--- config.mk ---
export PLATFORM = sky130hd
export DESIGN_NAME = vbs_sync_coder
export DESIGN_NICKNAME = d
export VERILOG_FILES = /design/src/vbs_pkg.sv /design/src/vbs_sync_coder.sv
export SDC_FILE = /design/constraint.sdc
export NUM_CORES = 1
export LEC_CHECK = 0
export ABC_AREA = 1
export BUFFER_PORTS_ARGS = -buffer_cell sky130_fd_sc_hd__buf_4
export CAP_MARGIN = 20
export CORE_ASPECT_RATIO = 2
export CORE_MARGIN = 2
export CORE_UTILIZATION = 40
export CTS_CLUSTER_SIZE = 20
export DETAILED_ROUTE_END_ITERATION = 12
export PLACE_DENSITY_LB_ADDON = 0.2
export SLEW_MARGIN = 0
export SYNTH_ARGS = -nofsm -noshare
export SYNTH_HDL_FRONTEND = slang
export SYNTH_SLANG_ARGS = --single-unit
--- constraint.sdc ---
create_clock -name clock_i -period 4.7 [get_ports clock_i]
set_input_delay 0.235 -clock clock_i [delete_from_list [all_inputs] [get_ports clock_i]]
set_output_delay 0.235 -clock clock_i [all_outputs]
set_load 0.01 [all_outputs]
--- src/vbs_pkg.sv ---
// Constants, register map and types for the bit sync and coding sublayer
package vbs_pkg;
  // Register byte offsets
  localparam logic [7:0] A_CTRL = 8'h00;
  localparam logic [7:0] A_DIV  = 8'h04;
  localparam logic [7:0] A_IST  = 8'h08;
  localparam logic [7:0] A_IEN  = 8'h0c;
  localparam logic [7:0] A_ICLR = 8'h10;
  localparam logic [7:0] A_STAT = 8'h14;
  // Control fields
  localparam int CTRL_EM    = 0;
  localparam int CTRL_CORR  = 1;
  localparam int CTRL_FORCE = 2;
  localparam logic [2:0] CTRL_RST = 3'h0;
  // Event bits
  localparam int EV_COL  = 0;
  localparam int EV_BERR = 1;
  localparam int EV_CERR = 2;
  localparam int EV_BIT  = 3;
  localparam int EV_W    = 4;
  // Divider: system clocks per corrected period
  localparam logic [7:0] DIV_RST = 8'h0c;
  localparam logic [7:0] DIV_MIN = 8'h02;
  // Synchronization counter points
  localparam logic [5:0] CNT_FIRST   = 6'h01;
  localparam logic [5:0] LOAD_FIRST  = 6'h02;
  localparam logic [5:0] LOAD_SECOND = 6'h12;
  localparam logic [5:0] SMP_FIRST   = 6'h0b;
  localparam logic [5:0] SMP_SECOND  = 6'h1b;
  localparam logic [5:0] TX_FIRST    = 6'h10;
  localparam logic [5:0] TX_SECOND   = 6'h20;
  localparam logic [5:0] SYM_RISE    = 6'h01;
  localparam logic [5:0] SYM_FALL    = 6'h03;
  // Tick clock periods and bit pattern
  localparam logic [5:0] TICK_EM   = 6'h10;
  localparam logic [5:0] TICK_ML   = 6'h20;
  localparam logic [1:0] MAN_SLOT  = 2'h3;
  // Idle before a frame, in corrected periods
  localparam logic [7:0] IDLE_HCOR = 8'h80;
  typedef enum logic [1:0] {TX_IDLE, TX_WAIT, TX_SEND} vbs_tx_e;
endpackage

--- src/vbs_sync_coder.sv ---
// Encoding, decoding and bit synchronization sublayer with APB registers
// Operation
// - Receive from comparator, drive line driver input
// - Output forcing receive comparators recessive
// - Derive corrected, symbol and tick clocks
// - Correction measures frame start as reference
// - Resync only on received line edges
// - Own preamble sending disables resynchronization
// - Load counter at t+1: 2 or 18
// - Collision and slot sampled at 11
// - Bit sampled at 11 NRZ, 27 Manchester
// - Transmit transitions at 16 and 32
// - Device captures MAC inputs on symbol fall
// - Signals valid half period before capture
// - 128 idle periods before frame start
// - Error signals outside symbol clock timing
// - Tick every 16 or 32 periods
// - Enhanced code: Manchester bit every fourth
`timescale 1ns/1ps
`default_nettype none
module vbs_sync_coder
  import vbs_pkg::*;
#(
  parameter int          PRE_BITS  = 4,
  parameter int          SOF_SHIFT = 5,
  parameter logic [7:0]  ERR_HCOR  = 8'hc8
) (
  input  wire logic        clock_i,
  input  wire logic        resetn_i,
  input  wire logic        psel_i,
  input  wire logic        penable_i,
  input  wire logic        pwrite_i,
  input  wire logic [7:0]  paddr_i,
  input  wire logic [31:0] pwdata_i,
  output logic      [31:0] prdata_o,
  output logic             pready_o,
  output logic             pslverr_o,
  output logic             irq_o,
  input  wire logic        line_rx_in_i,
  output logic             driver_level_in_o,
  output logic             comp_force_o,
  input  wire logic        mac_req_i,
  input  wire logic        mac_bit_i,
  input  wire logic        mac_inhibit_i,
  output logic             hcor_o,
  output logic             hsymb_o,
  output logic             hpl_o,
  output logic             rx_bit_o,
  output logic             collision_o,
  output logic             bus_busy_o,
  output logic             bus_err_o,
  output logic             clk_err_o
);
  logic [2:0]      ctrl;
  logic [7:0]      div_reg;
  logic [EV_W-1:0] ist;
  logic [EV_W-1:0] ien;
  logic            rx_m;
  logic            rx_s;
  logic            rx_d;
  logic            rx_prev;
  logic [7:0]      pre_cnt;
  logic [5:0]      scnt;
  logic [1:0]      bit_idx;
  logic [5:0]      hpl_cnt;
  logic            pend;
  logic            pend_second;
  logic [7:0]      idle_cnt;
  logic [7:0]      dom_cnt;
  logic [15:0]     meas;
  logic            armed;
  logic [7:0]      div_cor;
  logic            cor_valid;
  logic            cur_bit;
  logic            next_bit;
  logic            req_q;
  logic [3:0]      pre_left;
  vbs_tx_e         tx_state;

  // Divider selection and corrected period tick
  wire       code_em   = ctrl[CTRL_EM];
  wire [7:0] div_eff   = (ctrl[CTRL_CORR] && cor_valid) ? div_cor : div_reg;
  wire       hcor_tick = (pre_cnt >= div_eff - 8'h01);
  wire [7:0] half_div  = {1'b0, div_eff[7:1]};

  // Bit structure decode
  wire       man_bit   = !code_em || (bit_idx == MAN_SLOT);
  wire       in_second = man_bit && (scnt > TX_FIRST);
  wire [5:0] bit_len   = man_bit ? TX_SECOND : TX_FIRST;
  wire       bit_end   = (scnt >= bit_len);
  wire [5:0] smp_bit   = man_bit ? SMP_SECOND : SMP_FIRST;
  wire       sending   = (tx_state == TX_SEND);
  wire       preamble  = sending && (pre_left != 4'h0);
  wire       rx_edge   = (rx_s != rx_prev);
  wire       resync_ok = !preamble;
  wire [5:0] tick_len  = code_em ? TICK_EM : TICK_ML;
  wire       idle_full = (idle_cnt == IDLE_HCOR);
  wire       go_send   = hcor_tick && (tx_state == TX_WAIT) && idle_full;
  wire       at_sym_r  = (scnt == smp_bit + SYM_RISE);
  wire       at_sym_f  = (scnt == smp_bit + SYM_FALL);

  // APB decode
  wire        acc     = psel_i && penable_i;
  wire        wr_go   = acc && pready_o && pwrite_i;
  wire        rd_hit  = (paddr_i == A_CTRL) || (paddr_i == A_DIV) || (paddr_i == A_IST) ||
                        (paddr_i == A_IEN) || (paddr_i == A_STAT);
  wire        wr_hit  = rd_hit && (paddr_i != A_IST) && (paddr_i != A_STAT) || (paddr_i == A_ICLR);
  wire        bad     = pwrite_i ? !wr_hit : !rd_hit;
  wire [31:0] stat_w  = {14'h0, tx_state, div_eff, bus_busy_o, rx_bit_o, scnt};
  wire [31:0] rd_mux  = (paddr_i == A_CTRL) ? {29'h0, ctrl} :
                        (paddr_i == A_DIV)  ? {24'h0, div_reg} :
                        (paddr_i == A_IST)  ? {28'h0, ist} :
                        (paddr_i == A_IEN)  ? {28'h0, ien} :
                        (paddr_i == A_STAT) ? stat_w : 32'h0;
  wire [EV_W-1:0] clr = (wr_go && paddr_i == A_ICLR) ? pwdata_i[EV_W-1:0] : '0;
  wire mode_chg = wr_go && (paddr_i == A_CTRL) && (pwdata_i[CTRL_EM] != code_em); // Code switch restarts timing
  wire restart  = go_send || mode_chg;

  // Events feeding the sticky status
  wire col_ev  = hcor_tick && sending && !in_second && (scnt == SMP_FIRST) && (rx_s != driver_level_in_o);
  wire bit_ev  = hcor_tick && (scnt == smp_bit);
  wire berr_ev = hcor_tick && !rx_s && (dom_cnt == ERR_HCOR);
  wire meas_end = armed && rx_s && !rx_d;
  wire [7:0] meas_div = meas[SOF_SHIFT +: 8];
  wire cerr_ev = (meas_end && meas_div < DIV_MIN) || (armed && !rx_s && meas == 16'hffff);
  wire [EV_W-1:0] ev = {bit_ev, cerr_ev, berr_ev, col_ev};

  // APB handshake, one wait state
  always_ff @(posedge clock_i or negedge resetn_i)
    if (!resetn_i)
    begin
      pready_o  <= 1'b0;
      pslverr_o <= 1'b0;
      prdata_o  <= 32'h0;
    end
    else
    begin
      pready_o  <= acc && !pready_o;
      pslverr_o <= acc && !pready_o && bad;
      prdata_o  <= (acc && !pready_o && !pwrite_i) ? rd_mux : 32'h0;
    end

  // Software registers, set wins over clear
  always_ff @(posedge clock_i or negedge resetn_i)
    if (!resetn_i)
    begin
      ctrl    <= CTRL_RST;
      div_reg <= DIV_RST;
      ien     <= '0;
      ist     <= '0;
      irq_o   <= 1'b0;
    end
    else
    begin
      if (wr_go && paddr_i == A_CTRL) ctrl <= pwdata_i[2:0];
      if (wr_go && paddr_i == A_DIV && pwdata_i[7:0] >= DIV_MIN) div_reg <= pwdata_i[7:0];
      if (wr_go && paddr_i == A_IEN) ien <= pwdata_i[EV_W-1:0];
      ist   <= (ist & ~clr) | ev;
      irq_o <= |(ist & ien);
    end

  // Line input synchroniser
  always_ff @(posedge clock_i or negedge resetn_i)
    if (!resetn_i)
    begin
      rx_m <= 1'b1;
      rx_s <= 1'b1;
      rx_d <= 1'b1;
    end
    else
    begin
      rx_m <= line_rx_in_i;
      rx_s <= rx_m;
      rx_d <= rx_s;
    end

  // Corrected clock divider and tick clock
  always_ff @(posedge clock_i or negedge resetn_i)
    if (!resetn_i)
    begin
      pre_cnt <= 8'h0;
      hpl_cnt <= 6'h0;
      hcor_o  <= 1'b0;
      hpl_o   <= 1'b0;
    end
    else
    begin
      pre_cnt <= hcor_tick ? 8'h0 : pre_cnt + 8'h01;
      if (mode_chg) hpl_cnt <= 6'h0;
      else if (hcor_tick) hpl_cnt <= (hpl_cnt >= tick_len - 6'h01) ? 6'h0 : hpl_cnt + 6'h01;
      hcor_o  <= (pre_cnt < half_div);
      hpl_o   <= (hpl_cnt < {1'b0, tick_len[5:1]});
    end

  // Start-of-frame measurement for the corrected clock
  always_ff @(posedge clock_i or negedge resetn_i)
    if (!resetn_i)
    begin
      meas      <= 16'h0;
      armed     <= 1'b0;
      div_cor   <= DIV_RST;
      cor_valid <= 1'b0;
    end
    else
    begin
      if (idle_full && rx_s) armed <= ctrl[CTRL_CORR];
      else if (meas_end || cerr_ev) armed <= 1'b0;
      meas <= (armed && !rx_s) ? meas + 16'h1 : (rx_s ? 16'h0 : meas);
      if (meas_end && meas_div >= DIV_MIN)
      begin
        div_cor   <= meas_div;
        cor_valid <= 1'b1;
      end
    end

  // Synchronization counter with edge resync
  always_ff @(posedge clock_i or negedge resetn_i)
    if (!resetn_i)
    begin
      scnt        <= CNT_FIRST;
      bit_idx     <= 2'h0;
      rx_prev     <= 1'b1;
      pend        <= 1'b0;
      pend_second <= 1'b0;
    end
    else if (restart)
    begin
      scnt    <= CNT_FIRST;
      bit_idx <= 2'h0;
      pend    <= 1'b0;
      rx_prev <= rx_s;
    end
    else if (hcor_tick)
    begin
      rx_prev     <= rx_s;
      pend        <= rx_edge && resync_ok;
      pend_second <= in_second && !bit_end;
      if (pend) scnt <= pend_second ? LOAD_SECOND : LOAD_FIRST;
      else if (bit_end) scnt <= CNT_FIRST;
      else scnt <= scnt + 6'h01;
      if (bit_end && !pend) bit_idx <= bit_idx + 2'h1;
    end

  // Idle and dominant run counters
  always_ff @(posedge clock_i or negedge resetn_i)
    if (!resetn_i)
    begin
      idle_cnt   <= 8'h0;
      dom_cnt    <= 8'h0;
      bus_busy_o <= 1'b1;
    end
    else if (hcor_tick)
    begin
      idle_cnt   <= !rx_s ? 8'h0 : (idle_full ? idle_cnt : idle_cnt + 8'h01);
      dom_cnt    <= rx_s ? 8'h0 : ((dom_cnt == ERR_HCOR) ? dom_cnt : dom_cnt + 8'h01);
      bus_busy_o <= !(idle_full && rx_s);
    end

  // Receive sampling, symbol clock and MAC capture
  always_ff @(posedge clock_i or negedge resetn_i)
    if (!resetn_i)
    begin
      rx_bit_o    <= 1'b1;
      collision_o <= 1'b0;
      hsymb_o     <= 1'b0;
      next_bit    <= 1'b1;
      req_q       <= 1'b0;
    end
    else if (hcor_tick)
    begin
      if (!in_second && scnt == SMP_FIRST) collision_o <= sending && (rx_s != driver_level_in_o);
      if (scnt == smp_bit) rx_bit_o <= man_bit ? !rx_s : rx_s;
      if (at_sym_r) hsymb_o <= 1'b1;
      else if (at_sym_f) hsymb_o <= 1'b0;
      if (at_sym_f)
      begin
        next_bit <= mac_bit_i;
        req_q    <= mac_req_i;
      end
    end

  // Transmit sequencer and line driver
  always_ff @(posedge clock_i or negedge resetn_i)
    if (!resetn_i)
    begin
      tx_state          <= TX_IDLE;
      driver_level_in_o <= 1'b1;
      cur_bit           <= 1'b1;
      pre_left          <= 4'h0;
    end
    else
    begin
      case (tx_state)
        TX_IDLE:
          if (mac_req_i && !mac_inhibit_i) tx_state <= TX_WAIT;
        TX_WAIT:
          if (go_send)
          begin
            tx_state          <= TX_SEND;
            cur_bit           <= mac_bit_i;
            driver_level_in_o <= mac_bit_i;
            pre_left          <= 4'(PRE_BITS);
          end
        TX_SEND:
          if (mac_inhibit_i)
          begin
            tx_state          <= TX_IDLE;
            driver_level_in_o <= 1'b1;
          end
          else if (hcor_tick && bit_end)
          begin
            tx_state          <= req_q ? TX_SEND : TX_IDLE;
            cur_bit           <= next_bit;
            driver_level_in_o <= req_q ? next_bit : 1'b1;
            if (pre_left != 4'h0) pre_left <= pre_left - 4'h1;
          end
          else if (hcor_tick && man_bit && scnt == TX_FIRST)
            driver_level_in_o <= !cur_bit;
        default:
          tx_state <= TX_IDLE;
      endcase
    end

  // Comparator force and error outputs
  always_ff @(posedge clock_i or negedge resetn_i)
    if (!resetn_i)
    begin
      comp_force_o <= 1'b0;
      bus_err_o    <= 1'b0;
      clk_err_o    <= 1'b0;
    end
    else
    begin
      comp_force_o <= ctrl[CTRL_FORCE];
      bus_err_o    <= ist[EV_BERR];
      clk_err_o    <= ist[EV_CERR];
    end
endmodule
`default_nettype wire

**Word level (Yosys, flattened, before mapping)**

Cells that the tools add are included.
W data, S select, Z words.

- Add/subtract/negate cells: 12
- Magnitude comparators: 9
- Equality and inequality tests: 30
- Mux-type cells: 59
- Bitwise gates (word level): 5
- Reductions and logical operators: 88

Operators with widths:

| kind | number |
|---|---|
| $mux W18 | 6 |
| $mux W6 | 9 |
| $mux W8 | 6 |
| $logic_and A1 B1 Y1 | 42 |
| $mux W16 | 2 |
| $add A8 B1 Y8 const B | 3 |
| $mux W4 | 5 |
| $mux W1 | 17 |
| $add A16 B1 Y16 const B | 1 |
| $eq A16 B16 Y1 const B | 1 |
| $eq A8 B4 Y1 const B | 2 |
| $eq A8 B5 Y1 const B | 2 |
| $eq A8 B8 Y1 const B | 2 |
| $ge A8 B2 Y1 const B | 2 |
| $mux W2 | 8 |
| $reduce_and A2 Y1 | 8 |
| $logic_not A1 Y1 | 14 |
| $reduce_bool A2 Y1 | 7 |
| $add A6 B1 Y6 const B | 2 |
| $eq A6 B6 Y1 | 2 |
| $ge A6 B6 Y1 | 2 |
| $mux W5 | 2 |
| $ne A2 B2 Y1 const B | 5 |
| $logic_or A1 B1 Y1 | 9 |
| 37 further kinds | 44 |

- Flip-flop bits (word level): 129
- Input bits: 49
- Output and inout port bits: 45

**Depth between registers and ports, before layout**

Gate-level depths: netlist of the first run.

- Depth after elaboration: 11
- Mapped depth: 22

**Worst setup path before layout of the first run**

Ideal clock, no wire load.

- Kind: register to register
- Start point: reg ctrl[1]
- End point: reg pre_left[0]
- Data arrival time: 2.684 ns
- Path slack: 1.899 ns
- Cell stages (with the launch flop): 17
- Buffers on the path: 1
- Period minus slack after synthesis: 2.801 ns
- Path through: dfrtp_1 -> nand2_2 -> buf_6 -> mux2i_4 -> nand4_4 -> nor2_4 -> nand2_2 -> xnor2_1 -> ha_1 -> nand2_1 -> o21a_1 -> nand2_2 -> nand2_1 -> o21ai_2 -> nand3_1 -> nand2_1 -> nand2_1

- Word-level cells in the longest chain between the ends: 8

Ends and longest elaborated chain:

| item | line | RTL |
|---|---|---|
| start: declaration | vbs_sync_coder.sv:54 | `logic [2:0] ctrl;` |
| start signal: assignment | vbs_sync_coder.sv:155 | `if (wr_go && paddr_i == A_CTRL) ctrl <= pwdata_i[2:0];` |
| $logic_and A1 B1 Y1 * | vbs_sync_coder.sv:82 | `wire [7:0] div_eff = (ctrl[CTRL_CORR] && cor_valid) ? div_cor : div_reg;` |
| $mux W8 * | vbs_sync_coder.sv:82 |  |
| $sub A8 B1 Y8 * | vbs_sync_coder.sv:83 | `wire hcor_tick = (pre_cnt >= div_eff - 8'h01);` |
| $ge A8 B8 Y1 * | vbs_sync_coder.sv:83 |  |
| $logic_and A1 B1 Y1 (2 in a row) | vbs_sync_coder.sv:98 | `wire go_send = hcor_tick && (tx_state == TX_WAIT) && idle_full;` |
| $ne A2 B2 Y1 (no source line) | n/a |  |
| $reduce_and A5 Y1 (no source line) * | n/a |  |
| end signal: assignment | vbs_sync_coder.sv:302 | `pre_left <= 4'(PRE_BITS);` |
| end signal: assignment | vbs_sync_coder.sv:315 | `if (pre_left != 4'h0) pre_left <= pre_left - 4'h1;` |
| end: declaration | vbs_sync_coder.sv:77 | `logic [3:0] pre_left;` |

Every way passes the cells marked *; elsewhere a longest branch is shown, timed or not.
A chain may end at the register's enable or synchronous reset.

**Worst setup path in the final report of the first run**

- Start point: reg ctrl[1]
- End point: reg tx_state[0]

- Word-level cells in the longest chain between the ends: 8

Ends and longest elaborated chain:

| item | line | RTL |
|---|---|---|
| $logic_and A1 B1 Y1 * | vbs_sync_coder.sv:82 |  |
| $mux W8 * | vbs_sync_coder.sv:82 |  |
| $sub A8 B1 Y8 * | vbs_sync_coder.sv:83 |  |
| $ge A8 B8 Y1 * | vbs_sync_coder.sv:83 |  |
| $logic_and A1 B1 Y1 (2 in a row) | vbs_sync_coder.sv:98 |  |
| $ne A2 B2 Y1 (no source line) | n/a |  |
| $reduce_and A3 Y1 (no source line) * | n/a |  |
| end signal: assignment | vbs_sync_coder.sv:312 | `tx_state <= req_q ? TX_SEND : TX_IDLE;` |
| end: declaration | vbs_sync_coder.sv:78 | `vbs_tx_e tx_state;` |

Marks and branches as above.

==> impl_metrics.env, run 1 <==
export IMPL_syn_area_per_cell_um2=8.27
export IMPL_drive_gt1_frac=0.150
export IMPL_vias_per_cell=4.94
export IMPL_final_setup_viol_count=0
export IMPL_start_kind="flop"
export IMPL_status="finished, final reports clean"
export IMPL_hold_viol=0
export IMPL_drt_iter0_markers=313
export IMPL_die_h_um=190
export IMPL_ys_ff_latch=129
export IMPL_clockBufferDepth=2
export IMPL_gr_total_overflow=0
export IMPL_insertion_delay_ps=410
export IMPL_critPathRequiredTime_ps=4980
export IMPL_final_nets=984
export IMPL_min_to="next_bit"
export IMPL_hold_class="input port to flop"
export IMPL_drv_cap=0
export IMPL_place_ws_ps=1120
export IMPL_drtPass1Iterations=4
export IMPL_synth_ff_type="dfrtp_1"
export IMPL_reg2reg_depth=18
export IMPL_io_buffers=55
export IMPL_layoutNonFillerInstCount=1129
export IMPL_comb_power_share=0.104
export IMPL_finClkSkew_ps=9.88
export IMPL_timing_fmax_ghz=0.282
export IMPL_num_vias=5580
export IMPL_cts_sinks=129
export IMPL_post_cts_buffers=0
export IMPL_rsz0062_at_grt="no"
export IMPL_crit_arrival_ps=3830
export IMPL_routedWlPerCell_um=13.7
export IMPL_p_int_mw=2.10
export IMPL_p_sw_mw=0.730
export IMPL_cts_hold_buf=2
export IMPL_seq_area_frac_synth=0.467
export IMPL_die_width_um=97.2
export IMPL_core_area_um2=17100
export IMPL_regMostFlops="prdata_o"
export IMPL_hold_depth=3
export IMPL_post_synth_top_area_cell="dfrtp_1"
export IMPL_fin_setup_tns_ps=0
export IMPL_synthArstFlopShare=1.00
export IMPL_ys_warn_count=0
export IMPL_clkTransAtPathRegs_ps=60
export IMPL_gp_congestion=0.877
export IMPL_critPathKind="flop to flop"
export IMPL_leakage_nw=3.97
export IMPL_max_stage_delay_ps=420
export IMPL_root_buffer="clkbuf_16"
export IMPL_ff2ff_setup_slack_ps=1150
export IMPL_cts_resized_gates=0
export IMPL_cp_common_cell="nand2_1"
export IMPL_grtUsageTotal=0.172
export IMPL_report_final_slew_viol_count=0
export IMPL_syn2layout_area_growth_pct=17.3
export IMPL_place_hpwl_mm=11.3
export IMPL_ir_drop_v=0.000213
export IMPL_swShare=0.258
export IMPL_start_util=0.406
export IMPL_slowest_stage="dfrtp_1"
export IMPL_postSynthCellCount=840
export IMPL_antenna_cells=0
export IMPL_placementRows=68
export IMPL_postRouteWirelength_mm=15.4
export IMPL_synth_edff_count=0
export IMPL_tightest_slew_ps=642
export IMPL_top_regs="prdata_o (18), meas (16)"
export IMPL_ant_nets=0
export IMPL_antenna_found_initial=0
export IMPL_h_tree_depth=4
export IMPL_critPathMaxFanout=13
export IMPL_synth_area_um2=6950
export IMPL_fin_crit_ps=3550
export IMPL_numPlacedInstances=1095
export IMPL_clkPwrFrac=0.478
export IMPL_hold_slack_ps=75.0
export IMPL_grt_pass1_vias=5339
export IMPL_hold_start="mac_bit_i"
export IMPL_finish_utilization=0.477
export IMPL_die_area_um2=18500
export IMPL_power_density_nw_per_um2=347
export IMPL_largest_reg_flops=18
export IMPL_io_pin_count=94
export IMPL_min_period_over_period=0.754
export IMPL_ys_top_cells_by_area="dfrtp_1 41%, nand2_1 9.0%, inv_1 6.2%"
export IMPL_fin_ws_ps=1150
export IMPL_reg2reg_from="ctrl[1]"
export IMPL_yosys_area_top_type_share=0.414
export IMPL_grt_pass1_wl_mm=25.8
export IMPL_grt_start_max_net_pins=51
export IMPL_cts_made_buffers=17
export IMPL_r2r_end="tx_state[0]"
export IMPL_cts_tree="done"
export IMPL_synthDistinctLibCells=55
export IMPL_slew_headroom=0.572
export IMPL_drc_errors=0
export IMPL_end_kind="flop"
export IMPL_pwr_share_seq=0.418
export IMPL_worstPathCellList="nand2_2 -> nand2_1 -> o21ai_2 -> inv_2 -> nor2_8 -> nand4_4 -> nor2_4 -> nand2_2 -> xnor2_1 -> ha_1 -> nand2_1 -> o21a_1 -> nand2_2 -> nand3_1 -> nand2_1 -> nand3_1 -> nand2_1 -> o21ai_0"
-- logic make-up after synthesis --
logic type | count (synthesis) | synth area share
simple gates | 359 | 0.232
compound gates | 148 | 0.121
other cells | 1 | 0.000540
mux | 4 | 0.00774
fa+ha+maj | 29 | 0.0522
buf+inv | 146 | 0.0891
xor+xnor | 24 | 0.0303
flops | 129 | 0.467
-- worst max-delay path: cells and delay by family (launching register included) --
family / cells / cell delay, ps
adders and majority gates: 1 / 310
DFF: 1 / 420
AOI/OAI and AO/OA: 3 / 410
xor gates and xnor gates: 1 / 130
buffers and inverters: 1 / 100
and+or+nand+nor: 12 / 2030
-- power by group through the flow --
| stage | clock [mW] | combinational (mW) | sequential (mW) |
|---|---|---|---|
| finish | 1.35 | 0.294 | 1.18 |
| global route | 1.44 | 0.338 | 1.19 |
| CTS | 1.39 | 0.297 | 1.18 |
| detailed placement | 0 | 0.291 | 1.20 |
| global placement | 0 | 0.283 | 1.20 |
| floorplan | 0 | 0.203 | 1.19 |
-- cell usage in the layout (no fill, tap or decap), drive strengths merged, types with 5 or more instances in the layout --
master,instances
nand2,174
inv,125
dfrtp,115
nor2,84
o21ai,83
buf,58
nand3,45
a21oi,40
ha,29
nor3,25
xor2,19
nand4,19
clkbuf,18
conb,14
dfstp,14
o31ai,7
xnor2,5
or2,5
-- layer usage --
| layer | up-vias | global-route usage | part of all wire | wire, um |
|---|---|---|---|---|
| met1 | 2596 | 0.220 | 0.45 | 6990 |
| met5 | - | 0 | 0 | 0 |
| met2 | 112 | 0.283 | 0.49 | 7500 |
| met4 | 0 | 0.0699 | 0.024 | 363 |
| met3 | 27 | 0.0367 | 0.038 | 587 |
| li1 | 2845 | - | - | - |
-- metrics by stage --
stage               area [um^2]  power [mW]
floorplan                  7000        1.40
global placement           7530        1.48
detailed placement         7530        1.49
CTS                        8150        2.87
global route               8150        2.96
finish                     8150        2.83
-- Yosys cell counts (2+ instances only) --
cell type  number
xor2_1         19
nand3b_1        2
o21ai_1         2
mux2i_1         2
buf_1           2
dfrtp_1       115
nand2_2         8
nor2_1         78
buf_2           5
o21ai_0        78
a31oi_1         4
nand2_1       166
a21oi_1        39
nand4_1        18
buf_4          15
clkbuf_1        2
o211ai_1        2
o21a_1          2
o31ai_1         7
or2_2           4
nor4_1          2
o21ai_2         3
xnor2_1         5
nor2_4          4
nor3_1         25
ha_1           29
inv_1         114
inv_2           5
nand3_1        44
dfstp_2        14
-- how the worst max path moves through the flow --
stage,start,endpoint,slack (ps),depth (start not counted)
detailed placement,ctrl[1],pre_left[0],1120,18
global route,ctrl[1],pre_left[3],790,18
global placement,ctrl[1],pre_left[1],1200,18
finish,ctrl[1],tx_state[0],1150,18
CTS,ctrl[1],pre_left[3],1090,17
floorplan,ctrl[1],pre_left[0],1900,16
-- cell type report --
class | instances | area (um^2)
inverters | 120 | 450
well taps | 210 | 263
clock inverters | 14 | 178
flip-flops and latches | 129 | 3250
repair buffers | 60 | 455
clock buffers | 18 | 429
fillers | 1659 | 8950
multi-input cells | 578 | 3130
No activity file was read; power rests on OpenSTA's default activity.
==> run 2, diff against run 1 <==
--- a/config.mk
+++ b/config.mk
@@ -5,7 +5,7 @@
 export SDC_FILE = /design/constraint.sdc
 export NUM_CORES = 1
 export LEC_CHECK = 0
-export ABC_AREA = 1
+export ABC_AREA = 0
 export BUFFER_PORTS_ARGS = -buffer_cell sky130_fd_sc_hd__buf_4
 export CAP_MARGIN = 20
 export CORE_ASPECT_RATIO = 2
==> constraint.sdc (replaced) <==
create_clock -name clock_i -period 3.2 [get_ports clock_i]
set_input_delay 0.16 -clock clock_i [delete_from_list [all_inputs] [get_ports clock_i]]
set_output_delay 0.16 -clock clock_i [all_outputs]
set_load 0.01 [all_outputs]
==> run 2 against run 1 <==
The flow now finishes with violations (negative setup slack). Flip-flop and latch count unchanged. Area after synthesis down 2.2%. Clock power up 41%. Count of clock-buffer cells in the layout increased by 2. Sequential power increased by 47%. Critical endpoint is now pre_left[0]. Largest power group unchanged.
==> impl_metrics.env, run 2 <==
export IMPL_status="complete, but fails checks"
export IMPL_violations="negative setup slack"
export IMPL_critPathRequiredTime_ps=3500
export IMPL_syn_area_per_cell_um2=10.1
export IMPL_cts_sinks=129
export IMPL_crit_start="ctrl[1]"
export IMPL_postRouteWirelength_mm=18.4
export IMPL_slowest_stage="o311a_4"
export IMPL_place_hpwl_mm=13.3
export IMPL_placementRows=67
export IMPL_io_buffers=55
export IMPL_min_to="next_bit"
export IMPL_final_common_cell="dfrtp_1"
export IMPL_mostFrequentLayoutCells="115 x dfrtp_1, 98 x buf_4, 69 x nor2_1, 54 x nand2_1, 27 x ha_1"
export IMPL_grt_pass1_vias=5690
export IMPL_reg2reg_depth=14
export IMPL_seq_area_frac_synth=0.478
export IMPL_ir_drop_v=0.000305
export IMPL_cts_tree="done"
export IMPL_drc_errors=0
export IMPL_crit_family="simple AND/OR/NAND/NOR gates"
export IMPL_critPathKind="flop to flop"
export IMPL_end_kind="flop"
export IMPL_stdcell_area_um2=8890
export IMPL_routedWlPerCell_um=18.2
export IMPL_start_util=0.407
export IMPL_slew_headroom=0.507
export IMPL_critPathMaxFanout=7
export IMPL_drv_cap=0
export IMPL_post_synth_top_area_cell="dfrtp_1"
export IMPL_met1_usage=0.210
export IMPL_fin_ws_ps=-65.7
export IMPL_start_kind="flop"
export IMPL_grt_use_met2=0.386
export IMPL_report_final_slew_viol_count=0
export IMPL_final_nets=872
export IMPL_insertion_delay_ps=420
export IMPL_postSynthCellCount=674
export IMPL_power_density_nw_per_um2=472
export IMPL_hold_viol=0
export IMPL_finClkSkew_ps=10.8
export IMPL_worstPathCellList="nand2_4 -> and3_4 -> nor2_2 -> and4b_2 -> nand2_2 -> xnor2_2 -> ha_2 -> nand4_1 -> o311a_4 -> buf_6 -> o31ai_2 -> buf_4 -> and2_4 -> o211ai_1"
export IMPL_crit_arrival_ps=3560
export IMPL_ys_top_cells_by_area="dfrtp_1 42%, dfstp_2 5.4%, ha_1 5.3%"
export IMPL_timing_fmax_ghz=0.306
export IMPL_tightest_slew_ps=729
export IMPL_dpl_instance_area_um2=7670
export IMPL_leakage_nw=4.11
export IMPL_reg2reg_from="ctrl[1]"
export IMPL_max_stage_delay_ps=480
export IMPL_ys_top_cells_by_count="115 x dfrtp_1, 71 x nor2_1, 58 x nand2_1"
export IMPL_r2r_end="pre_left[0]"
export IMPL_final_setup_viol_count=15
export IMPL_drt_iter0_markers=168
export IMPL_yosys_area_top_type_share=0.424
export IMPL_root_buffer="clkbuf_16"
export IMPL_ys_ff_latch=129
export IMPL_place_ws_ps=-218
export IMPL_numPlacedInstances=955
export IMPL_die_h_um=188
export IMPL_die_width_um=96.2
export IMPL_h_tree_depth=4
export IMPL_drtPass1Iterations=6
export IMPL_synth_area_um2=6790
export IMPL_ant_nets=0
export IMPL_clkTransAtPathRegs_ps=60
export IMPL_grt_pass1_wl_mm=28.6
export IMPL_min_period_over_period=1.02
export IMPL_hold_depth=2
export IMPL_gp_congestion=0.925
export IMPL_die_area_um2=18100
export IMPL_regMostFlops="prdata_o"
export IMPL_layoutNonFillerInstCount=1014
export IMPL_cts_made_buffers=17
export IMPL_synth_ff_type="dfrtp_1"
export IMPL_synthDistinctLibCells=73
export IMPL_ys_warn_count=0
export IMPL_critical_path_buf_inv_count=2
export IMPL_hold_class="input port to flop"
export IMPL_io_pin_count=94
export IMPL_grt_busiest_layer="met2"
export IMPL_ff2ff_setup_slack_ps=-70
export IMPL_synthArstFlopShare=1.00
export IMPL_finish_utilization=0.533
export IMPL_clockBufferDepth=2
export IMPL_globalRouteMet3Util=0.0348
export IMPL_core_area_um2=16700
export IMPL_rsz0062_at_grt="yes"
export IMPL_num_vias=5534
export IMPL_hold_start="mac_bit_i"
export IMPL_gr_total_overflow=0
export IMPL_fin_crit_ps=3270
export IMPL_synth_edff_count=0
export IMPL_grtUsageTotal=0.207
export IMPL_synth_most_common_cell="dfrtp_1"
export IMPL_drive_gt1_frac=0.314
export IMPL_power_mw=4.19
export IMPL_vias_per_cell=5.46
export IMPL_top_regs="prdata_o (18), meas (16)"
export IMPL_antenna_found_initial=0
export IMPL_antenna_cells=0
export IMPL_syn2layout_area_growth_pct=30.9
export IMPL_grt_start_max_net_pins=76
export IMPL_largest_reg_flops=18
[run 2: layout make-up]
class                   instances  area [um^2]
clock buffers                  20          447
clock inverters                12          135
fillers                      1461         7790
inverters                      26         97.6
multi-input cells             497         3650
flip-flops and latches        129         3250
well taps                     207          259
repair buffers                123         1060
[run 2: per-stage QoR]
step / hold slack (ps) / TNS (ps)
2_1_floorplan: -136 / 0
3_3_place_gp: 239 / -1930
3_5_place_dp: 250 / -3890
4_1_cts: 4.78 / -71.0
5_1_grt: 13.5 / -3510
6_report: 26.1 / -632
[run 2: routing by layer]
layer / share of wire / up-vias
met2: 0.58 / 124
met3: 0.024 / 42
met5: 0 / -
met1: 0.35 / 2740
met4: 0.042 / 0
li1: - / 2628
[run 2: power breakdown]
part | internal (mW) | switching [mW] | total, mW
logic | 0.233 | 0.313 | 0.546
clock network | 1.17 | 0.742 | 1.91
registers | 1.69 | 0.0466 | 1.74
total | 3.09 | 1.10 | 4.19
[run 2: worst reg2reg max path: stages (launching register included)]
cell and delay, ps:
dfrtp_1 400, nand2_4 170, and3_4 220, nor2_2 40
and4b_2 330, nand2_2 80, xnor2_2 160, ha_2 330
nand4_1 130, o311a_4 480, buf_6 170, o31ai_2 220
buf_4 180, and2_4 150, o211ai_1 80
[run 2: worst max-delay path by stage]
stage | slack (ps) | endpoint | depth (start not counted)
after floorplan | 30 | driver_level_in_o | 11
after global placement | -150 | dom_cnt[6] | 13
after CTS | -30 | dom_cnt[6] | 14
after detailed placement | -220 | dom_cnt[6] | 13
after global routing | -170 | pre_left[2] | 14
final | -70 | pre_left[0] | 14
[run 2: kinds of logic after synthesis]
logic type | synth area share
AO/OA/AOI/OAI | 0.124
XOR/XNOR | 0.0464
adder cells (fa/ha/maj) | 0.0534
buffers and inverters | 0.0464
flip-flops | 0.478
multiplexers | 0.0595
other | 0.000552
AND/OR/NAND/NOR | 0.192
[run 2: timing repair]
item                                    4_1_cts  5_1_grt
resized for setup                             9       91
setup buffers                                 2       14
endpoints found under the hold margin        71        0
gates cloned                                  0        2
endpoints found under the setup margin       36       45
hold buffers                                  9        0
pin swaps                                     3       42
